File: src/shared/i2cm_regs.vh
// Register map, field positions and reset values of the I2C master port
`ifndef I2CM_REGS_VH
`define I2CM_REGS_VH
`define I2CM_A_BUF 4'h0
`define I2CM_A_STAT 4'h1
`define I2CM_A_CTL1 4'h2
`define I2CM_A_CTL2 4'h3
`define I2CM_A_RATE 4'h4
`define I2CM_A_PERIPHERAL_INTERRUPT_FLAGS_1 4'h5
`define I2CM_A_PERIPHERAL_INTERRUPT_ENABLES_1 4'h6
`define I2CM_A_PERIPHERAL_INTERRUPT_PRIORITY_1 4'h7
`define I2CM_A_PERIPHERAL_INTERRUPT_FLAGS_2 4'h8
`define I2CM_A_PERIPHERAL_INTERRUPT_ENABLES_2 4'h9
`define I2CM_A_PERIPHERAL_INTERRUPT_PRIORITY_2 4'hA
`define I2CM_RST_PERIPHERAL_INTERRUPT_FLAGS_1 8'h00
`define I2CM_RST_PERIPHERAL_INTERRUPT_ENABLES_1 8'h00
`define I2CM_RST_PERIPHERAL_INTERRUPT_PRIORITY_1 8'h7F
`define I2CM_RST_PERIPHERAL_INTERRUPT_FLAGS_2 8'h00
`define I2CM_RST_PERIPHERAL_INTERRUPT_ENABLES_2 8'h00
`define I2CM_RST_PERIPHERAL_INTERRUPT_PRIORITY_2 8'h00
`define I2CM_RST_RATE 8'h00
`define I2CM_PERIPHERAL_INTERRUPT_FLAGS_2_MASK 8'h5F
`define I2CM_ST_BF 0
`define I2CM_ST_S 3
`define I2CM_ST_P 4
`define I2CM_C1_WRITE_COLLISION_FLAG 7
`define I2CM_C1_OV 6
`define I2CM_C1_EN 5
`define I2CM_C2_ACK_STATUS_FLAG 6
`define I2CM_C2_ACKDT 5
`define I2CM_C2_ACK_SEQUENCE_ENABLE 4
`define I2CM_C2_RECEIVE_ENABLE_BIT 3
`define I2CM_C2_PEN 2
`define I2CM_C2_RSEN 1
`define I2CM_C2_SEN 0
`define I2CM_IRQ_BIT 3
`define I2CM_BCL_BIT 3
`define I2CM_BRG_W 7
`define I2CM_BYTE_LAST 4'h7
`define I2CM_ACK_SLOT 4'h8
`endif

File: src/hw/i2cm_core.v
// I2C master port: buffer, flags, rate generator, reception and arbitration
// Functional notes
// RQ1: Transmit sets buffer-full on buffer write, clears after eight bits shifted out.
// RQ2: Buffer write while shifting sets write-collision and is discarded.
// RQ3: Write-collision is cleared only by software writing the flag.
// RQ4: Acknowledge status clears on slave ACK low, sets on ACK high.
// RQ5: Receive-enable starts reception; ignored unless the port is idle.
// RQ6: Each rate rollover in reception toggles clock; data shifts in only on every second rollover, as the clock is pulled low.
// RQ7: After eighth receive clock: clear enable, load buffer, set flags, hold clock low.
// RQ8: Receive sets buffer-full on buffer load; buffer read clears it.
// RQ9: Software sets acknowledge-sequence-enable to acknowledge a received byte.
// RQ10: Overflow flag sets when a byte completes while buffer-full is set.
// RQ11: Reception continues in sleep; wake on completed byte if interrupt enabled.
// RQ12: Reset disables the port and aborts any transfer.
// RQ13: Start and stop detected bits clear on reset or when disabled.
// RQ14: Software claims the bus only when stop seen or both bits clear.
// RQ15: Stop detected on a busy bus raises the port interrupt flag.
// RQ16: Released data line sampled low while clock high is a collision.
// RQ17: Arbitration checked in address, data, start, repeated start, acknowledge.
// RQ18: Collision in transmit halts, clears buffer-full, releases lines.
// RQ19: Collision in a sequence aborts it and clears its enable bit.
// RQ20: After a collision, a detected stop sets the port interrupt flag.
// RQ21: After a collision, a buffer write restarts from the first data bit.
// RQ22: Software restarts with a new start once the bus is free.
// RQ23: Rate generator reloads from low seven reload bits and counts down.
// RQ24: After ninth transmit clock set interrupt flag, suspend with clock low.
// RQ25: Software clears collision and interrupt flags; hardware only sets them.
//
// The Avalon-MM slave port and the register addresses were decided locally.
`timescale 1ns/100ps
`include "i2cm_regs.vh"
module i2cm_core (
  input wire core_clk, // 100 MHz clock
  input wire reset, // Synchronous, active high
  input wire [3:0] avs_address, // Word address
  input wire avs_read, // Read request
  input wire avs_write, // Write request
  input wire [31:0] avs_writedata, // Write data
  output wire [31:0] avs_readdata, // Read data
  output wire avs_waitrequest, // Stall
  input wire scl_in, // Clock line level
  output wire scl_out, // Clock drive value, always 0
  output wire scl_oe_n, // Low pulls clock line low
  input wire sda_in, // Data line level
  output wire sda_out, // Data drive value, always 0
  output wire sda_oe_n, // Low pulls data line low
  input wire cpu_sleep, // Processor is asleep
  output wire wake_req // Wake the processor
);
  // Engine states; only idle accepts a new command
  localparam ST_IDLE = 3'h0;
  localparam ST_START = 3'h1;
  localparam ST_RSTART = 3'h2;
  localparam ST_STOP = 3'h3;
  localparam ST_TX = 3'h4;
  localparam ST_RX = 3'h5;
  localparam ST_ACK = 3'h6;

  // Bus handshake, register file and engine state
  reg ack_q;
  reg [7:0] rdata_q;
  reg [7:0] buf_q, shreg_q, rate_q, ctl2_q, peripheral_interrupt_flags_1_q, peripheral_interrupt_enables_1_q, peripheral_interrupt_priority_1_q, peripheral_interrupt_flags_2_q, peripheral_interrupt_enables_2_q, peripheral_interrupt_priority_2_q;
  reg bf_q, write_collision_flag_q, ov_q, en_q, s_q, p_q;
  reg [2:0] state_q;
  reg [1:0] phase_q;
  reg [3:0] bit_q;
  reg [`I2CM_BRG_W-1:0] brg_q;
  reg scl_low_q, sda_low_q, scl_prev_q, sda_prev_q;

  wire req = avs_read | avs_write;
  wire wr = ack_q & avs_write;
  wire rd = ack_q & avs_read;
  wire idle = (state_q == ST_IDLE);
  // One rollover per half bit period; no rollover while idle
  wire tick = ~idle & (brg_q == {`I2CM_BRG_W{1'b0}});
  // Line history resets high, the idle level, so no false edge follows reset
  wire start_seen = scl_in & scl_prev_q & sda_prev_q & ~sda_in;
  wire stop_seen = scl_in & scl_prev_q & ~sda_prev_q & sda_in;
  // Released data line read low with clock high: another master owns the bus
  wire lost = scl_in & ~sda_low_q & ~sda_in; // RQ16

  assign avs_waitrequest = req & ~ack_q;
  assign avs_readdata = {24'h000000, rdata_q};
  // Pins only pull low; a released line rises through its pull-up
  assign scl_out = 1'b0;
  assign sda_out = 1'b0;
  assign scl_oe_n = ~scl_low_q;
  assign sda_oe_n = ~sda_low_q;
  assign wake_req = cpu_sleep & peripheral_interrupt_flags_1_q[`I2CM_IRQ_BIT] & peripheral_interrupt_enables_1_q[`I2CM_IRQ_BIT]; // RQ11

  // One wait state; read data is registered in the stalled cycle
  always @(posedge core_clk) begin
    if (reset) begin
      ack_q <= 1'b0;
      rdata_q <= 8'h00;
    end else begin
      ack_q <= req & ~ack_q;
      if (avs_read & ~ack_q) begin
        if (avs_address == `I2CM_A_BUF) rdata_q <= buf_q;
        else if (avs_address == `I2CM_A_STAT)
          rdata_q <= {3'b000, p_q, s_q, 2'b00, bf_q};
        else if (avs_address == `I2CM_A_CTL1) rdata_q <= {write_collision_flag_q, ov_q, en_q, 5'h00};
        else if (avs_address == `I2CM_A_CTL2) rdata_q <= ctl2_q;
        else if (avs_address == `I2CM_A_RATE) rdata_q <= rate_q;
        else if (avs_address == `I2CM_A_PERIPHERAL_INTERRUPT_FLAGS_1) rdata_q <= peripheral_interrupt_flags_1_q;
        else if (avs_address == `I2CM_A_PERIPHERAL_INTERRUPT_ENABLES_1) rdata_q <= peripheral_interrupt_enables_1_q;
        else if (avs_address == `I2CM_A_PERIPHERAL_INTERRUPT_PRIORITY_1) rdata_q <= peripheral_interrupt_priority_1_q;
        else if (avs_address == `I2CM_A_PERIPHERAL_INTERRUPT_FLAGS_2) rdata_q <= peripheral_interrupt_flags_2_q;
        else if (avs_address == `I2CM_A_PERIPHERAL_INTERRUPT_ENABLES_2) rdata_q <= peripheral_interrupt_enables_2_q;
        else if (avs_address == `I2CM_A_PERIPHERAL_INTERRUPT_PRIORITY_2) rdata_q <= peripheral_interrupt_priority_2_q;
        // Unmapped words read as zero
        else rdata_q <= 8'h00;
      end
    end
  end

  // Plain storage registers and bus line history
  always @(posedge core_clk) begin
    if (reset) begin
      rate_q <= `I2CM_RST_RATE;
      peripheral_interrupt_enables_1_q <= `I2CM_RST_PERIPHERAL_INTERRUPT_ENABLES_1;
      peripheral_interrupt_priority_1_q <= `I2CM_RST_PERIPHERAL_INTERRUPT_PRIORITY_1;
      peripheral_interrupt_enables_2_q <= `I2CM_RST_PERIPHERAL_INTERRUPT_ENABLES_2;
      peripheral_interrupt_priority_2_q <= `I2CM_RST_PERIPHERAL_INTERRUPT_PRIORITY_2;
      scl_prev_q <= 1'b1;
      sda_prev_q <= 1'b1;
    end else begin
      scl_prev_q <= scl_in;
      sda_prev_q <= sda_in;
      if (wr && avs_address == `I2CM_A_RATE) rate_q <= avs_writedata[7:0];
      if (wr && avs_address == `I2CM_A_PERIPHERAL_INTERRUPT_ENABLES_1) peripheral_interrupt_enables_1_q <= avs_writedata[7:0];
      if (wr && avs_address == `I2CM_A_PERIPHERAL_INTERRUPT_PRIORITY_1) peripheral_interrupt_priority_1_q <= avs_writedata[7:0];
      // Unused bits of the second bank always read as zero
      if (wr && avs_address == `I2CM_A_PERIPHERAL_INTERRUPT_ENABLES_2) peripheral_interrupt_enables_2_q <= avs_writedata[7:0] & `I2CM_PERIPHERAL_INTERRUPT_FLAGS_2_MASK;
      if (wr && avs_address == `I2CM_A_PERIPHERAL_INTERRUPT_PRIORITY_2) peripheral_interrupt_priority_2_q <= avs_writedata[7:0] & `I2CM_PERIPHERAL_INTERRUPT_FLAGS_2_MASK;
    end
  end

  // Bus-free tracking from start and stop conditions on the lines
  always @(posedge core_clk) begin
    if (reset || !en_q) begin // RQ13
      s_q <= 1'b0;
      p_q <= 1'b0;
    end else if (start_seen) begin
      s_q <= 1'b1;
      p_q <= 1'b0;
    end else if (stop_seen) begin
      s_q <= 1'b0;
      p_q <= 1'b1;
    end
  end

  // Rate generator: half bit period, suspended while idle
  always @(posedge core_clk) begin
    if (reset || idle || tick) brg_q <= rate_q[`I2CM_BRG_W-1:0]; // RQ23
    else brg_q <= brg_q - {{(`I2CM_BRG_W-1){1'b0}}, 1'b1};
  end

  // Engine, flags and software-visible control
  always @(posedge core_clk) begin
    if (reset) begin // RQ12
      state_q <= ST_IDLE;
      phase_q <= 2'b00;
      bit_q <= 4'h0;
      buf_q <= 8'h00;
      shreg_q <= 8'h00;
      ctl2_q <= 8'h00;
      peripheral_interrupt_flags_1_q <= `I2CM_RST_PERIPHERAL_INTERRUPT_FLAGS_1;
      peripheral_interrupt_flags_2_q <= `I2CM_RST_PERIPHERAL_INTERRUPT_FLAGS_2;
      bf_q <= 1'b0;
      write_collision_flag_q <= 1'b0;
      ov_q <= 1'b0;
      en_q <= 1'b0;
      scl_low_q <= 1'b0;
      sda_low_q <= 1'b0;
    end else begin
      // Software writes first; hardware sets below override, so a set wins
      if (wr && avs_address == `I2CM_A_CTL1) begin
        write_collision_flag_q <= avs_writedata[`I2CM_C1_WRITE_COLLISION_FLAG]; // RQ3
        ov_q <= avs_writedata[`I2CM_C1_OV];
        en_q <= avs_writedata[`I2CM_C1_EN];
      end
      if (wr && avs_address == `I2CM_A_PERIPHERAL_INTERRUPT_FLAGS_1) peripheral_interrupt_flags_1_q <= avs_writedata[7:0]; // RQ25
      if (wr && avs_address == `I2CM_A_PERIPHERAL_INTERRUPT_FLAGS_2) peripheral_interrupt_flags_2_q <= avs_writedata[7:0] & `I2CM_PERIPHERAL_INTERRUPT_FLAGS_2_MASK;
      if (rd && avs_address == `I2CM_A_BUF) bf_q <= 1'b0; // RQ8
      if (wr && avs_address == `I2CM_A_CTL2) begin
        ctl2_q[`I2CM_C2_ACKDT] <= avs_writedata[`I2CM_C2_ACKDT];
        // No queueing: sequence enables are taken only while idle
        if (idle && en_q) begin // RQ5
          ctl2_q[4:0] <= avs_writedata[4:0];
          if (avs_writedata[`I2CM_C2_SEN]) begin
            state_q <= ST_START;
            scl_low_q <= 1'b0;
            sda_low_q <= 1'b0;
          end else if (avs_writedata[`I2CM_C2_RSEN]) begin
            state_q <= ST_RSTART;
            sda_low_q <= 1'b0;
          end else if (avs_writedata[`I2CM_C2_PEN]) begin
            state_q <= ST_STOP;
            sda_low_q <= 1'b1;
          end else if (avs_writedata[`I2CM_C2_RECEIVE_ENABLE_BIT]) begin // RQ5
            state_q <= ST_RX;
            sda_low_q <= 1'b0;
          end else if (avs_writedata[`I2CM_C2_ACK_SEQUENCE_ENABLE]) begin
            state_q <= ST_ACK;
            sda_low_q <= ~avs_writedata[`I2CM_C2_ACKDT];
          end
          phase_q <= 2'b00;
          bit_q <= 4'h0;
        end
      end
      if (wr && avs_address == `I2CM_A_BUF) begin
        if (!idle) write_collision_flag_q <= 1'b1; // RQ2
        else if (en_q) begin
          // Always begins at the first data bit, also after a collision
          buf_q <= avs_writedata[7:0];
          shreg_q <= avs_writedata[7:0]; // RQ21
          bf_q <= 1'b1; // RQ1
          state_q <= ST_TX;
          phase_q <= 2'b00;
          bit_q <= 4'h0;
          scl_low_q <= 1'b1;
          sda_low_q <= ~avs_writedata[7];
        end
      end
      // Stop on the bus, also while recovering from a lost arbitration
      if (en_q && stop_seen) peripheral_interrupt_flags_1_q[`I2CM_IRQ_BIT] <= 1'b1; // RQ15 RQ20

      if (tick) begin
        case (state_q)
          ST_START: begin
            // Either line already low: another master holds the bus
            if (phase_q == 2'b00) begin
              if (!scl_in || !sda_in) begin // RQ17
                ctl2_q[`I2CM_C2_SEN] <= 1'b0; // RQ19
                peripheral_interrupt_flags_2_q[`I2CM_BCL_BIT] <= 1'b1;
                state_q <= ST_IDLE;
              end else begin
                sda_low_q <= 1'b1;
                phase_q <= 2'b01;
              end
            end else begin
              ctl2_q[`I2CM_C2_SEN] <= 1'b0;
              peripheral_interrupt_flags_1_q[`I2CM_IRQ_BIT] <= 1'b1;
              state_q <= ST_IDLE;
            end
          end
          ST_RSTART: begin
            // Clock floats up first, then data falls with the clock high
            if (phase_q == 2'b00) begin
              scl_low_q <= 1'b0;
              phase_q <= 2'b01;
            end else if (phase_q == 2'b01) begin
              if (lost) begin // RQ17
                ctl2_q[`I2CM_C2_RSEN] <= 1'b0; // RQ19
                peripheral_interrupt_flags_2_q[`I2CM_BCL_BIT] <= 1'b1;
                state_q <= ST_IDLE;
              end else begin
                sda_low_q <= 1'b1;
                phase_q <= 2'b10;
              end
            end else begin
              ctl2_q[`I2CM_C2_RSEN] <= 1'b0;
              peripheral_interrupt_flags_1_q[`I2CM_IRQ_BIT] <= 1'b1;
              state_q <= ST_IDLE;
            end
          end
          ST_STOP: begin
            // Data rising while the clock is high forms the stop condition
            if (phase_q == 2'b00) begin
              scl_low_q <= 1'b0;
              phase_q <= 2'b01;
            end else if (phase_q == 2'b01) begin
              sda_low_q <= 1'b0;
              phase_q <= 2'b10;
            end else begin
              if (lost) begin
                ctl2_q[`I2CM_C2_PEN] <= 1'b0; // RQ19
                peripheral_interrupt_flags_2_q[`I2CM_BCL_BIT] <= 1'b1;
                state_q <= ST_IDLE;
              end else begin
                ctl2_q[`I2CM_C2_PEN] <= 1'b0;
                peripheral_interrupt_flags_1_q[`I2CM_IRQ_BIT] <= 1'b1;
                state_q <= ST_IDLE;
              end
            end
          end
          ST_TX: begin
            if (phase_q == 2'b00) begin
              scl_low_q <= 1'b0;
              phase_q <= 2'b01;
            end else if (bit_q == `I2CM_ACK_SLOT) begin
              // Ninth clock: the slave's answer is taken just before the clock falls
              ctl2_q[`I2CM_C2_ACK_STATUS_FLAG] <= sda_in; // RQ4
              peripheral_interrupt_flags_1_q[`I2CM_IRQ_BIT] <= 1'b1; // RQ24
              scl_low_q <= 1'b1;
              state_q <= ST_IDLE;
            end else if (lost) begin // RQ17
              bf_q <= 1'b0; // RQ18
              peripheral_interrupt_flags_2_q[`I2CM_BCL_BIT] <= 1'b1;
              state_q <= ST_IDLE;
            end else begin
              scl_low_q <= 1'b1;
              shreg_q <= {shreg_q[6:0], 1'b0};
              bit_q <= bit_q + 4'h1;
              phase_q <= 2'b00;
              if (bit_q == `I2CM_BYTE_LAST) begin
                bf_q <= 1'b0; // RQ1
                sda_low_q <= 1'b0;
              end else begin
                sda_low_q <= ~shreg_q[6];
              end
            end
          end
          ST_RX: begin
            // Data is taken at the end of the high phase, when it has settled longest
            if (phase_q == 2'b00) begin
              scl_low_q <= 1'b0; // RQ6
              phase_q <= 2'b01;
            end else begin
              scl_low_q <= 1'b1; // RQ6
              shreg_q <= {shreg_q[6:0], sda_in};
              bit_q <= bit_q + 4'h1;
              phase_q <= 2'b00;
              if (bit_q == `I2CM_BYTE_LAST) begin
                ctl2_q[`I2CM_C2_RECEIVE_ENABLE_BIT] <= 1'b0; // RQ7
                peripheral_interrupt_flags_1_q[`I2CM_IRQ_BIT] <= 1'b1;
                state_q <= ST_IDLE;
                // An unread byte is kept; the new one is dropped
                if (bf_q) ov_q <= 1'b1; // RQ10
                else begin
                  buf_q <= {shreg_q[6:0], sda_in};
                  bf_q <= 1'b1; // RQ8
                end
              end
            end
          end
          ST_ACK: begin
            // A floating acknowledge bit read low means another master won
            if (phase_q == 2'b00) begin
              scl_low_q <= 1'b0;
              phase_q <= 2'b01;
            end else begin
              ctl2_q[`I2CM_C2_ACK_SEQUENCE_ENABLE] <= 1'b0;
              state_q <= ST_IDLE;
              if (lost) begin // RQ17
                peripheral_interrupt_flags_2_q[`I2CM_BCL_BIT] <= 1'b1; // RQ19
              end else begin
                scl_low_q <= 1'b1;
                peripheral_interrupt_flags_1_q[`I2CM_IRQ_BIT] <= 1'b1;
              end
            end
          end
          default: state_q <= ST_IDLE;
        endcase

        // A lost arbitration lets go of both lines
        if (lost && state_q != ST_RX && phase_q != 2'b00 && bit_q != `I2CM_ACK_SLOT) begin
          scl_low_q <= 1'b0; // RQ18 RQ19
          sda_low_q <= 1'b0;
        end
        if (state_q == ST_START && phase_q == 2'b00 && (!scl_in || !sda_in)) begin
          scl_low_q <= 1'b0;
          sda_low_q <= 1'b0;
        end
      end

      // Disabling the port aborts the transfer and frees the bus
      if (!en_q) begin // RQ12
        state_q <= ST_IDLE;
        ctl2_q[4:0] <= 5'h00;
        scl_low_q <= 1'b0;
        sda_low_q <= 1'b0;
      end
    end
  end
endmodule // i2cm_core

File: config.mk
export PLATFORM = sky130hd
export DESIGN_NAME = i2cm_core
export DESIGN_NICKNAME = d
export VERILOG_FILES = /design/src/hw/i2cm_core.v
export VERILOG_INCLUDE_DIRS = /design/src /design/src/shared
export SDC_FILE = /design/constraint.sdc
export NUM_CORES = 1
export LEC_CHECK = 0
export BUFFER_PORTS_ARGS = -buffer_cell sky130_fd_sc_hd__buf_2
export CAP_MARGIN = 10
export CORE_ASPECT_RATIO = 1.2
export CORE_UTILIZATION = 58
export CTS_CLUSTER_DIAMETER = 60
export DETAILED_ROUTE_END_ITERATION = 16
export HOLD_SLACK_MARGIN = 0.15
export PLACE_DENSITY = 0.8
export SYNTH_ARGS = -nofsm -noshare
export SYNTH_HDL_FRONTEND = slang
export SYNTH_SLANG_ARGS = --single-unit
File: constraint.sdc
create_clock -name core_clk -period 2.8 [get_ports core_clk]
set_clock_uncertainty 0.1 [all_clocks]
set_input_delay 0.14 -clock core_clk [delete_from_list [all_inputs] [get_ports core_clk]]
set_output_delay 0.14 -clock core_clk [all_outputs]
set_load 0.005 [all_outputs]
======== Word level (Yosys, flattened, before mapping) ========
Cells that the tools add are included.
operators by class
  multiply operators ...................... 0
  bitwise logic cells ..................... 26
  equal/unequal tests ..................... 21
  magnitude comparators ................... 0
  divide/modulo/power cells ............... 0
  reductions and logical operators ........ 35
  muxes and demuxes ....................... 191
  shift-type cells ........................ 0
  add/sub/neg operators ................... 2
operators by type and width
  operator               count
  $mux W8                24
  $mux W1                100
  $mux W3                22
  $mux W4                12
  $mux W2                17
  $mux W7                4
  $eq A4 B3 Y1 const B   5
  $logic_and A1 B1 Y1    18
  $pmux W3 S6            1
  $eq A4 B4 Y1 const B   4
  $pmux W8 S2            1
  $mux W5                3
  $and A1 B1 Y1          14
  $pmux W2 S6            1
  $not A1 Y1             11
  $eq A3 B3 Y1 const B   3
  $eq A4 B2 Y1 const B   2
  $pmux W1 S4            2
  $pmux W4 S2            1
  $logic_not A7 Y1       1
  $sub A7 B1 Y7 const B  1
  $eq A3 B2 Y1 const B   2
  $pmux W1 S6            1
  $reduce_or A2 Y1       3
  other kinds (16)       22
storage, ports and cells
  output and inout port bits .............. 38
  ROM bits ................................ 0
  logic and storage cells ................. 305
  bits in registers ....................... 108
  bits in latches ......................... 0
  memories ................................ 0
  memory bits (writable) .................. 0
  bits of input ports ..................... 43

======== Depth between registers and ports, before layout ========
Gate-level depths: netlist of run 1.
  depth after elaboration ................. 17
  gate-level depth with buffers ........... 10

======== Least setup slack after synthesis of run 1 ========
Ideal clock, no wire load.
  kind .................................... register to register
  start ................................... register brg_q[0]
  end ..................................... register buf_q[6]
  cell stages (with the launch flop) ...... 11
  library setup time ...................... 0.140 ns
  arrival ................................. 1.998 ns
  path slack .............................. 0.562 ns
  path through ............................ dfxtp_1 -> inv_1 -> ha_1 -> or4b_4 -> nor4_4 -> and2_4 -> nand2b_2 -> buf_6 -> buf_6 -> nor2_1 -> a211oi_2
on the way
  longest elaborated chain between the ends .. 3
ends and longest elaborated chain
  item                    RTL line         RTL
  from (decl)             i2cm_core.v:67   reg [`I2CM_BRG_W-1:0] brg_q;
  from (signal assigned)  i2cm_core.v:155  if (reset || idle || tick) brg_q <= rate_q[`I2CM_BRG_W-1:0];
  from (signal assigned)  i2cm_core.v:156  else brg_q <= brg_q - {{(`I2CM_BRG_W-1){1'b0}}, 1'b1};
  $logic_not A7 Y1        i2cm_core.v:75   wire tick = ~idle & (brg_q == {`I2CM_BRG_W{1'b0}});
  $and A1 B1 Y1           i2cm_core.v:75
  $mux W8                 i2cm_core.v:229  if (tick) begin
  to (signal assigned)    i2cm_core.v:216  buf_q <= avs_writedata[7:0];
  to (signal assigned)    i2cm_core.v:332  buf_q <= {shreg_q[6:0], sda_in};
  to (decl)               i2cm_core.v:62   reg [7:0] buf_q, shreg_q, rate_q, ctl2_q, peripheral_interrupt_flags_1_q, peripheral_interrupt_enables_1_q, pe ...
No other way between the ends.
A chain may end at the register's enable or synchronous reset.

======== Worst setup path in the final report of run 1 ========
  start ................................... register brg_q[0]
  end ..................................... register buf_q[2]
Same word-level chain as after synthesis.

==> results of run 1 <==
## Yosys cell counts (all sizes together), types with 7 or more instances
cell type  number
a211o           7
a211oi         24
a21oi          64
buf            41
clkbuf         41
dfxtp         107
inv            16
mux2i          53
nand2          60
nand2b         10
nand3          17
nor2          105
nor2b          19
nor3           24
o21ai          42
o22ai           9
## cell type report
| class | instances | share of cell area |
|---|---|---|
| multi-input combinational | 555 | 0.523 |
| sequential | 107 | 0.333 |
| timing repair buffer | 61 | 0.0637 |
| clock buffer | 9 | 0.0350 |
| tap | 126 | 0.0245 |
| clock inverter | 7 | 0.0122 |
| inverter | 16 | 0.00933 |
## path summary, 6_finish.rpt
path / to / depth (start not counted)
worst max register to register: buf_q[2]$_SDFF_PP0_ / 8
worst max-delay path: buf_q[2]$_SDFF_PP0_ / 8
worst min-delay path: peripheral_interrupt_flags_1_q[0]$_SDFFE_PP0P_ / 3
worst min register to register: ctl2_q[5]$_SDFFE_PP0N_ / 2
## power by group
group | total (W) | switching [W] | internal [W]
combinational | 0.000259 | 0.000177 | 0.0000825
sequential | 0.00154 | 0.00000868 | 0.00154
clock | 0.00128 | 0.000581 | 0.000698
## layer usage
metal / global-route usage / wire [um]
met1: 0.405 / 6570
met2: 0.527 / 7700
met3: 0.0440 / 1210
met4: 0.166 / 831
met5: 0 / 0
## sequential cells by signal (all words and copies together) (netlist names), 2 cells and up
register,cells
rdata_q,8
peripheral_interrupt_flags_1_q,8
peripheral_interrupt_priority_1_q,8
phase_q,2
rate_q,8
ctl2_q,7
peripheral_interrupt_priority_2_q,6
peripheral_interrupt_enables_2_q,6
bit_q,4
buf_q,8
brg_q,7
state_q,3
peripheral_interrupt_flags_2_q,6
peripheral_interrupt_enables_1_q,8
shreg_q,7
## tightest hold or removal path, delay by kind of cell
family	cells	cell delay [ns]
AND/OR/NAND/NOR	1	0.05
buffers and inverters	1	0.21
multiplexers	1	0.17
## cells in the final DEF (no fill, tap or decap), types with 4 or more instances in the layout
cell,n
sky130_fd_sc_hd__o21ai_0,42
sky130_fd_sc_hd__a211oi_1,16
sky130_fd_sc_hd__mux2i_1,53
sky130_fd_sc_hd__buf_4,20
sky130_fd_sc_hd__o22ai_1,9
sky130_fd_sc_hd__a21oi_1,64
sky130_fd_sc_hd__clkbuf_16,9
sky130_fd_sc_hd__conb_1,26
sky130_fd_sc_hd__a31oi_1,6
sky130_fd_sc_hd__inv_1,16
sky130_fd_sc_hd__a21o_1,4
sky130_fd_sc_hd__nor2_1,103
sky130_fd_sc_hd__o211ai_1,6
sky130_fd_sc_hd__a211oi_2,8
sky130_fd_sc_hd__nor3_1,23
sky130_fd_sc_hd__dlygate4sd3_1,11
sky130_fd_sc_hd__a221oi_1,4
sky130_fd_sc_hd__nand2_1,60
sky130_fd_sc_hd__a211o_1,7
sky130_fd_sc_hd__dfxtp_1,107
sky130_fd_sc_hd__mux2_2,6
sky130_fd_sc_hd__nor2b_1,19
sky130_fd_sc_hd__buf_2,30
sky130_fd_sc_hd__a22oi_1,4
sky130_fd_sc_hd__nand3_1,16
sky130_fd_sc_hd__or2_2,5
sky130_fd_sc_hd__nand2b_1,9
sky130_fd_sc_hd__nand3b_1,5
## timing repair
action / CTS / global route
hold buffers: 11 / 0
setup endpoints to repair: 0 / 0
endpoints found under the hold margin: 29 / 0
## through the flow
stage                     worst slack, ns   util
after floorplan                     0.562      -
after global placement              0.332  0.605
after detailed placement            0.271  0.605
after CTS                           0.244  0.646
after global routing               0.0790  0.646
final                               0.237  0.646
## cell families after synthesis
family | count (synthesis)
DFF | 107
AOI/OAI and AO/OA | 195
xor gates and xnor gates | 4
muxes | 61
and+or+nand+nor | 266
adders and majority gates | 3
other | 1
buffers and inverters | 98
==> metrics.txt, run 1 <==
# TYPE chip_impl_metric gauge
chip_impl_metric{name="drv.max_cap_violation_count",unit=""} 0
chip_impl_metric{name="post_cts_resize_count",unit=""} 0
chip_impl_metric{name="fp.dieArea",unit="um2"} 10600
chip_impl_info{name="synth_top_cell_by_area",value="sky130_fd_sc_hd__dfxtp_1"} 1
chip_impl_metric{name="post_synth_instance_area",unit="um2"} 5900
chip_impl_metric{name="drt-pass1-iter-count",unit=""} 7
chip_impl_metric{name="gp_congestion",unit=""} 0.960
chip_impl_metric{name="largest_net_degree_at_the_start_of_global_routing",unit=""} 88
chip_impl_metric{name="crit_arrival",unit="ns"} 2.65
chip_impl_metric{name="share_of_layout_cells_above_drive_strength_1",unit=""} 0.134
chip_impl_metric{name="largest_fanout_on_the_critical_path",unit=""} 16
chip_impl_info{name="hold_path.class",value="in -> reg"} 1
chip_impl_info{name="setup.worst_path.start_class",value="flop"} 1
chip_impl_info{name="hold_path_start",value="avs_writedata[0]"} 1
chip_impl_info{name="worstPathCellList",value="inv_1 -> ha_1 -> or4b_4 -> nor4_4 -> and2_4 -> nand2b_2 -> nor2_1 -> a211oi_2"} 1
chip_impl_info{name="synth_flop_cell",value="sky130_fd_sc_hd__dfxtp_1"} 1
chip_impl_metric{name="final_period_minus_worst_setup_slack",unit="ns"} 2.56
chip_impl_metric{name="num-fill-cells",unit=""} 844
chip_impl_metric{name="hold_viol_final",unit=""} 0
chip_impl_metric{name="yosys.cell_types.count",unit=""} 67
chip_impl_metric{name="layout-area-overhead-vs-synth",unit="%"} 9.05
chip_impl_metric{name="totalNegativeSetupSlack",unit="ns"} 0
chip_impl_metric{name="first_global_vias",unit=""} 5113
chip_impl_metric{name="vdd_ir_drop_max",unit="V"} 0.000452
chip_impl_info{name="timing.critical_path.slowest_stage_cell",value="sky130_fd_sc_hd__or4b_4"} 1
chip_impl_metric{name="power_density",unit="nW/um2"} 479
chip_impl_info{name="clock-root-buffer",value="sky130_fd_sc_hd__clkbuf_16"} 1
chip_impl_metric{name="worst_skew_pair.late_latency",unit="ns"} 0.35
chip_impl_metric{name="tightest_slew",unit="ns"} 0.971
chip_impl_metric{name="clk_transition_reported_paths",unit="ns"} 0.07
chip_impl_metric{name="synth-edff-count",unit=""} 0
chip_impl_metric{name="grt_antenna_before_repair",unit=""} 0
chip_impl_metric{name="dp_hpwl",unit="um"} 11300
chip_impl_metric{name="relSlewSlack",unit=""} 0.353
chip_impl_metric{name="area.sequential",unit="um2"} 2140
chip_impl_metric{name="setup_viol",unit=""} 0
chip_impl_info{name="critical_path_class",value="reg -> reg"} 1
chip_impl_info{name="tritoncts",value="built"} 1
chip_impl_metric{name="total_power",unit="W"} 0.00308
chip_impl_metric{name="final_min_period_over_clock_period",unit=""} 0.915
chip_impl_metric{name="power.leakage",unit="nW"} 2.43
chip_impl_metric{name="drtIter0Drc",unit=""} 516
chip_impl_metric{name="grt_pass1_wl",unit="um"} 26200
chip_impl_metric{name="placement.io_buffers",unit=""} 30
chip_impl_metric{name="viasPerCell",unit=""} 6.33
chip_impl_metric{name="routed_via_count",unit=""} 5581
chip_impl_metric{name="placedInstanceArea",unit="um2"} 6020
chip_impl_metric{name="area_occupied_by_multi_input_gates",unit="um2"} 3360
chip_impl_metric{name="synth_mux_area_frac",unit=""} 0.109
chip_impl_metric{name="grt_resource_usage_total",unit=""} 0.320
chip_impl_metric{name="worstPathBufferInverterCount",unit=""} 1
chip_impl_metric{name="synthSimpleGateAreaFrac",unit=""} 0.216
chip_impl_metric{name="synth_adder_area_share",unit=""} 0.00636
chip_impl_metric{name="cts-buffers-inserted",unit=""} 9
chip_impl_metric{name="cts_max_path_buffers",unit=""} 2
chip_impl_metric{name="final-max-slew-violation-count",unit=""} 0
chip_impl_metric{name="routed_wirelength",unit="um"} 16300
chip_impl_metric{name="postSynth.asyncResetShare",unit=""} 0
chip_impl_metric{name="grt_remaining_overflow",unit=""} 0
chip_impl_metric{name="routed_wire_length_per_instance",unit="um"} 18.5
chip_impl_metric{name="crit_path_max_incr_delay",unit="ns"} 0.52
chip_impl_metric{name="worst_ep_required_time",unit="ns"} 2.89
chip_impl_info{name="rsz_0062_raised_after_global_routing",value="no"} 1
chip_impl_info{name="timing.critical_path.max_delay_family",value="simple AND/OR/NAND/NOR gates"} 1
chip_impl_metric{name="floorplan.rows",unit=""} 40
chip_impl_metric{name="diodes",unit=""} 0
chip_impl_metric{name="placeableCoreArea",unit="um2"} 9960
chip_impl_metric{name="r2r_slack",unit="ns"} 0.24
chip_impl_metric{name="postCtsSetupBuffers",unit=""} 0
chip_impl_metric{name="post_layout_nonfiller_instances",unit=""} 881
chip_impl_metric{name="cts_htree_levels",unit=""} 3
chip_impl_info{name="most_area_consuming_cells_after_synthesis",value="sky130_fd_sc_hd__dfxtp_1, sky130_fd_sc_hd__mux2i_1, sky130_fd_sc_hd__nor2_1"} 1
chip_impl_metric{name="nNetsFinal",unit=""} 796
chip_impl_info{name="synth_top_family_by_area",value="simple AND/OR/NAND/NOR gates"} 1
chip_impl_info{name="outcome",value="complete, no violations"} 1
chip_impl_metric{name="max_freq",unit="MHz"} 390
chip_impl_metric{name="yosysWarningCount",unit=""} 0
chip_impl_metric{name="ios",unit=""} 81
chip_impl_metric{name="synth_xor_xnor_area_share",unit=""} 0.00593
chip_impl_metric{name="die_h",unit="um"} 113
chip_impl_metric{name="ys_ff_latch",unit=""} 107
chip_impl_metric{name="numPlacedInstances",unit=""} 854
chip_impl_metric{name="finalInstanceArea",unit="um2"} 6440
chip_impl_info{name="timing.critical_path.to_type",value="flop"} 1
chip_impl_info{name="reg2reg_from",value="brg_q[0]$_DFF_P_"} 1
chip_impl_metric{name="holdWs",unit="ns"} 0.179
chip_impl_metric{name="clock-sinks",unit=""} 107
chip_impl_metric{name="syn-mean-instance-area",unit="um2"} 8.03
chip_impl_metric{name="share_of_the_synthesized_area_in_compound_gates_ao_oa_aoi_oai",unit=""} 0.216
chip_impl_metric{name="synth_top_area_frac",unit=""} 0.363
chip_impl_metric{name="drc",unit=""} 0
chip_impl_info{name="crit_path_start",value="brg_q[0]$_DFF_P_"} 1
chip_impl_metric{name="die-width",unit="um"} 94.1
chip_impl_metric{name="share_of_the_yosys_chip_area_belonging_to_registers",unit=""} 0.363
chip_impl_metric{name="post_syn_instances",unit=""} 735
chip_impl_metric{name="detail-route-antenna-nets",unit=""} 0
chip_impl_metric{name="initial_core_utilization",unit=""} 0.593
No activity file was read; power rests on OpenSTA's default activity.
==> run 2, diff against run 1 <==
--- a/config.mk
+++ b/config.mk
@@ -6,12 +6,13 @@
 export SDC_FILE = /design/constraint.sdc
 export NUM_CORES = 1
 export LEC_CHECK = 0
-export BUFFER_PORTS_ARGS = -buffer_cell sky130_fd_sc_hd__buf_2
 export CAP_MARGIN = 10
 export CORE_ASPECT_RATIO = 1.2
-export CORE_UTILIZATION = 58
+export CORE_UTILIZATION = 64
 export CTS_CLUSTER_DIAMETER = 60
 export DETAILED_ROUTE_END_ITERATION = 16
+export DONT_BUFFER_PORTS = 1
+export GPL_TIMING_DRIVEN = 1
 export HOLD_SLACK_MARGIN = 0.15
 export PLACE_DENSITY = 0.8
 export SYNTH_ARGS = -nofsm -noshare
==> run 2 against run 1 <==
Compared with the run above:
- count of clock-buffer cells in the layout increased by 2
- worst hold slack got worse by 0.036 ns
- non-clock buffer count fell by 28
- sequential power hardly changed
- critical path depth stayed put
- first-iteration DRC count is 13% lower
- sequential share of layout area increased by 1.1 points
- die area is 9.2% lower
- via count is 4.5% lower
- register-to-register slack improved by 0.04 ns
==> metrics.txt, run 2 (same netlist as run 1, synthesis figures left out) <==
# TYPE chip_impl_metric gauge
chip_impl_metric{name="power.leakage",unit="nW"} 2.28
chip_impl_metric{name="cellInternalPower",unit="W"} 0.00205
chip_impl_metric{name="area.sequential",unit="um2"} 2140
chip_impl_metric{name="largest_fanout_on_the_critical_path",unit=""} 16
chip_impl_info{name="critical_path_class",value="reg -> reg"} 1
chip_impl_metric{name="ios",unit=""} 81
chip_impl_metric{name="worst_skew_pair.late_latency",unit="ns"} 0.37
chip_impl_metric{name="routed_wire_length_per_instance",unit="um"} 20.1
chip_impl_info{name="worstPathCellList",value="inv_1 -> ha_1 -> or4b_4 -> nor4_4 -> and2_4 -> nand2b_2 -> nor2_1 -> a211oi_2"} 1
chip_impl_metric{name="placedInstanceArea",unit="um2"} 5820
chip_impl_metric{name="final_period_minus_worst_setup_slack",unit="ns"} 2.52
chip_impl_metric{name="postCtsSetupBuffers",unit=""} 0
chip_impl_metric{name="drc",unit=""} 0
chip_impl_metric{name="largest_net_degree_at_the_start_of_global_routing",unit=""} 90
chip_impl_metric{name="placeableCoreArea",unit="um2"} 8990
chip_impl_metric{name="gp_congestion",unit=""} 0.964
chip_impl_metric{name="cts_htree_levels",unit=""} 3
chip_impl_metric{name="power_density",unit="nW/um2"} 441
chip_impl_info{name="rsz_0062_raised_after_global_routing",value="no"} 1
chip_impl_info{name="outcome",value="complete, no violations"} 1
chip_impl_metric{name="crit_path_max_incr_delay",unit="ns"} 0.52
chip_impl_metric{name="grt_pass1_wl",unit="um"} 26800
chip_impl_metric{name="grt_antenna_before_repair",unit=""} 1
chip_impl_metric{name="grt_remaining_overflow",unit=""} 0
chip_impl_metric{name="vdd_ir_drop_max",unit="V"} 0.000353
chip_impl_metric{name="placement.io_buffers",unit=""} 0
chip_impl_info{name="crit_path_start",value="brg_q[0]$_DFF_P_"} 1
chip_impl_metric{name="cts-buffers-inserted",unit=""} 9
chip_impl_metric{name="final-max-slew-violation-count",unit=""} 0
chip_impl_metric{name="share_of_layout_cells_above_drive_strength_1",unit=""} 0.0894
chip_impl_metric{name="max_freq",unit="MHz"} 397
chip_impl_info{name="tritoncts",value="built"} 1
chip_impl_metric{name="die_h",unit="um"} 107
chip_impl_metric{name="power.switching",unit="W"} 0.000700
chip_impl_metric{name="routed_via_count",unit=""} 5332
chip_impl_metric{name="drv.max_cap_violation_count",unit=""} 0
chip_impl_metric{name="tightest_slew",unit="ns"} 0.807
chip_impl_metric{name="holdWs",unit="ns"} 0.143
chip_impl_metric{name="cts.hold.buffers_added",unit=""} 19
chip_impl_info{name="hold_path.class",value="in -> reg"} 1
chip_impl_metric{name="switching_share",unit=""} 0.254
chip_impl_metric{name="post_cts_resize_count",unit=""} 0
chip_impl_info{name="hold_path_start",value="reset"} 1
chip_impl_info{name="layout.cells.most_common",value="sky130_fd_sc_hd__dfxtp_1"} 1
chip_impl_metric{name="totalNegativeSetupSlack",unit="ns"} 0
chip_impl_metric{name="worst_ep_required_time",unit="ns"} 2.94
chip_impl_metric{name="crit_arrival",unit="ns"} 2.66
chip_impl_info{name="clock-root-buffer",value="sky130_fd_sc_hd__clkbuf_8"} 1
chip_impl_info{name="timing.critical_path.slowest_stage_cell",value="sky130_fd_sc_hd__or4b_4"} 1
chip_impl_metric{name="dp_hpwl",unit="um"} 11300
chip_impl_metric{name="initial_core_utilization",unit=""} 0.657
chip_impl_metric{name="setup_viol",unit=""} 0
chip_impl_metric{name="grt_resource_usage_total",unit=""} 0.376
chip_impl_metric{name="layout-area-overhead-vs-synth",unit="%"} 5.62
chip_impl_metric{name="fp.dieArea",unit="um2"} 9620
chip_impl_metric{name="hold_viol_final",unit=""} 0
chip_impl_metric{name="power.combinational.fraction",unit=""} 0.083
chip_impl_metric{name="cts_max_path_buffers",unit=""} 2
chip_impl_info{name="timing.critical_path.to_type",value="flop"} 1
chip_impl_metric{name="post-route-util",unit=""} 0.694
chip_impl_metric{name="first_global_vias",unit=""} 5103
chip_impl_metric{name="clockPowerShare",unit=""} 0.354
chip_impl_info{name="setup.worst_path.start_class",value="flop"} 1
chip_impl_metric{name="final_min_period_over_clock_period",unit=""} 0.899
chip_impl_info{name="reg2reg_from",value="brg_q[0]$_DFF_P_"} 1
chip_impl_metric{name="drtIter0Drc",unit=""} 450
chip_impl_metric{name="finalInstanceArea",unit="um2"} 6240
chip_impl_metric{name="die-width",unit="um"} 89.7
chip_impl_metric{name="viasPerCell",unit=""} 6.29
chip_impl_metric{name="num-fill-cells",unit=""} 757
chip_impl_info{name="most-common-layout-cells",value="sky130_fd_sc_hd__dfxtp_1, sky130_fd_sc_hd__nor2_1, sky130_fd_sc_hd__a21oi_1"} 1
chip_impl_metric{name="drt-pass1-iter-count",unit=""} 5
chip_impl_metric{name="clock-sinks",unit=""} 107
chip_impl_metric{name="clk_transition_reported_paths",unit="ns"} 0.10
chip_impl_metric{name="seq_power_share",unit=""} 0.562
chip_impl_metric{name="area_occupied_by_multi_input_gates",unit="um2"} 3360
chip_impl_metric{name="routed_wirelength",unit="um"} 17100
chip_impl_metric{name="detail-route-antenna-nets",unit=""} 0
chip_impl_metric{name="relSlewSlack",unit=""} 0.460
chip_impl_metric{name="floorplan.rows",unit=""} 38
chip_impl_metric{name="nNetsFinal",unit=""} 768
[run 2: changes by cell type in the layout (fill, tap and decap cells not counted), moves of 6 or more]
cell	previous run	this run
sky130_fd_sc_hd__clkbuf_8	0	10
sky130_fd_sc_hd__buf_4	20	14
sky130_fd_sc_hd__buf_2	30	0
sky130_fd_sc_hd__clkbuf_16	9	0
sky130_fd_sc_hd__dlygate4sd3_1	11	18
[run 2: through the flow]
step	std cells	setup WS, ns	total power, W
2_1_floorplan	760	0.562	0.00176
3_3_place_gp	812	0.368	0.00172
3_5_place_dp	812	0.318	0.00172
4_1_cts	847	0.281	0.00274
5_1_grt	848	0.163	0.00285
6_report	848	0.282	0.00275
[run 2: layer usage]
layer / part of all wire / GRT usage / routed length, um / vias up
li1: - / - / - / 2531
met1: 0.41 / 0.468 / 6970 / 2483
met2: 0.47 / 0.591 / 7960 / 243
met3: 0.067 / 0.0731 / 1140 / 75
met4: 0.059 / 0.229 / 1010 / 0
met5: 0 / 0 / 0 / -
[run 2: worst max-delay path, delay by kind of cell, from the launching register on]
| kind | cells | cell delay, ns |
|---|---|---|
| buffers and inverters | 1 | 0.05 |
| AND/OR/NAND/NOR | 5 | 1.63 |
| adder cells (fa/ha/maj) | 1 | 0.19 |
| flip-flops | 1 | 0.33 |
| AO/OA/AOI/OAI | 1 | 0.07 |
[run 2: worst paths after layout]
check                   endpoint  slack, ns  cells after the start
min reg2reg     brg_q[0]$_DFF_P_       0.39                      1
max          buf_q[7]$_SDFF_PP0_       0.28                      8
max reg2reg  buf_q[7]$_SDFF_PP0_       0.28                      8
min             s_q$_SDFFE_PP0P_       0.14                      2
[run 2: area by class of cell]
| cell class | count | area share |
|---|---|---|
| Timing Repair Buffer | 33 | 0.0502 |
| Multi-Input combinational cell | 555 | 0.540 |
| Tap cell | 120 | 0.0241 |
| Sequential cell | 107 | 0.343 |
| Clock buffer | 11 | 0.0227 |
| Inverter | 16 | 0.00963 |
| Clock inverter | 5 | 0.0100 |
| Antenna cell | 1 | 0.000401 |
[run 2: power groups by stage]
| stage | sequential, W | clock [W] | combinational, W |
|---|---|---|---|
| finish | 0.00155 | 0.000976 | 0.000229 |
| global route | 0.00155 | 0.00105 | 0.000248 |
| CTS | 0.00155 | 0.000970 | 0.000222 |
| detailed placement | 0.00158 | 0 | 0.000137 |
| global placement | 0.00158 | 0 | 0.000135 |
| floorplan | 0.00158 | 0 | 0.000185 |
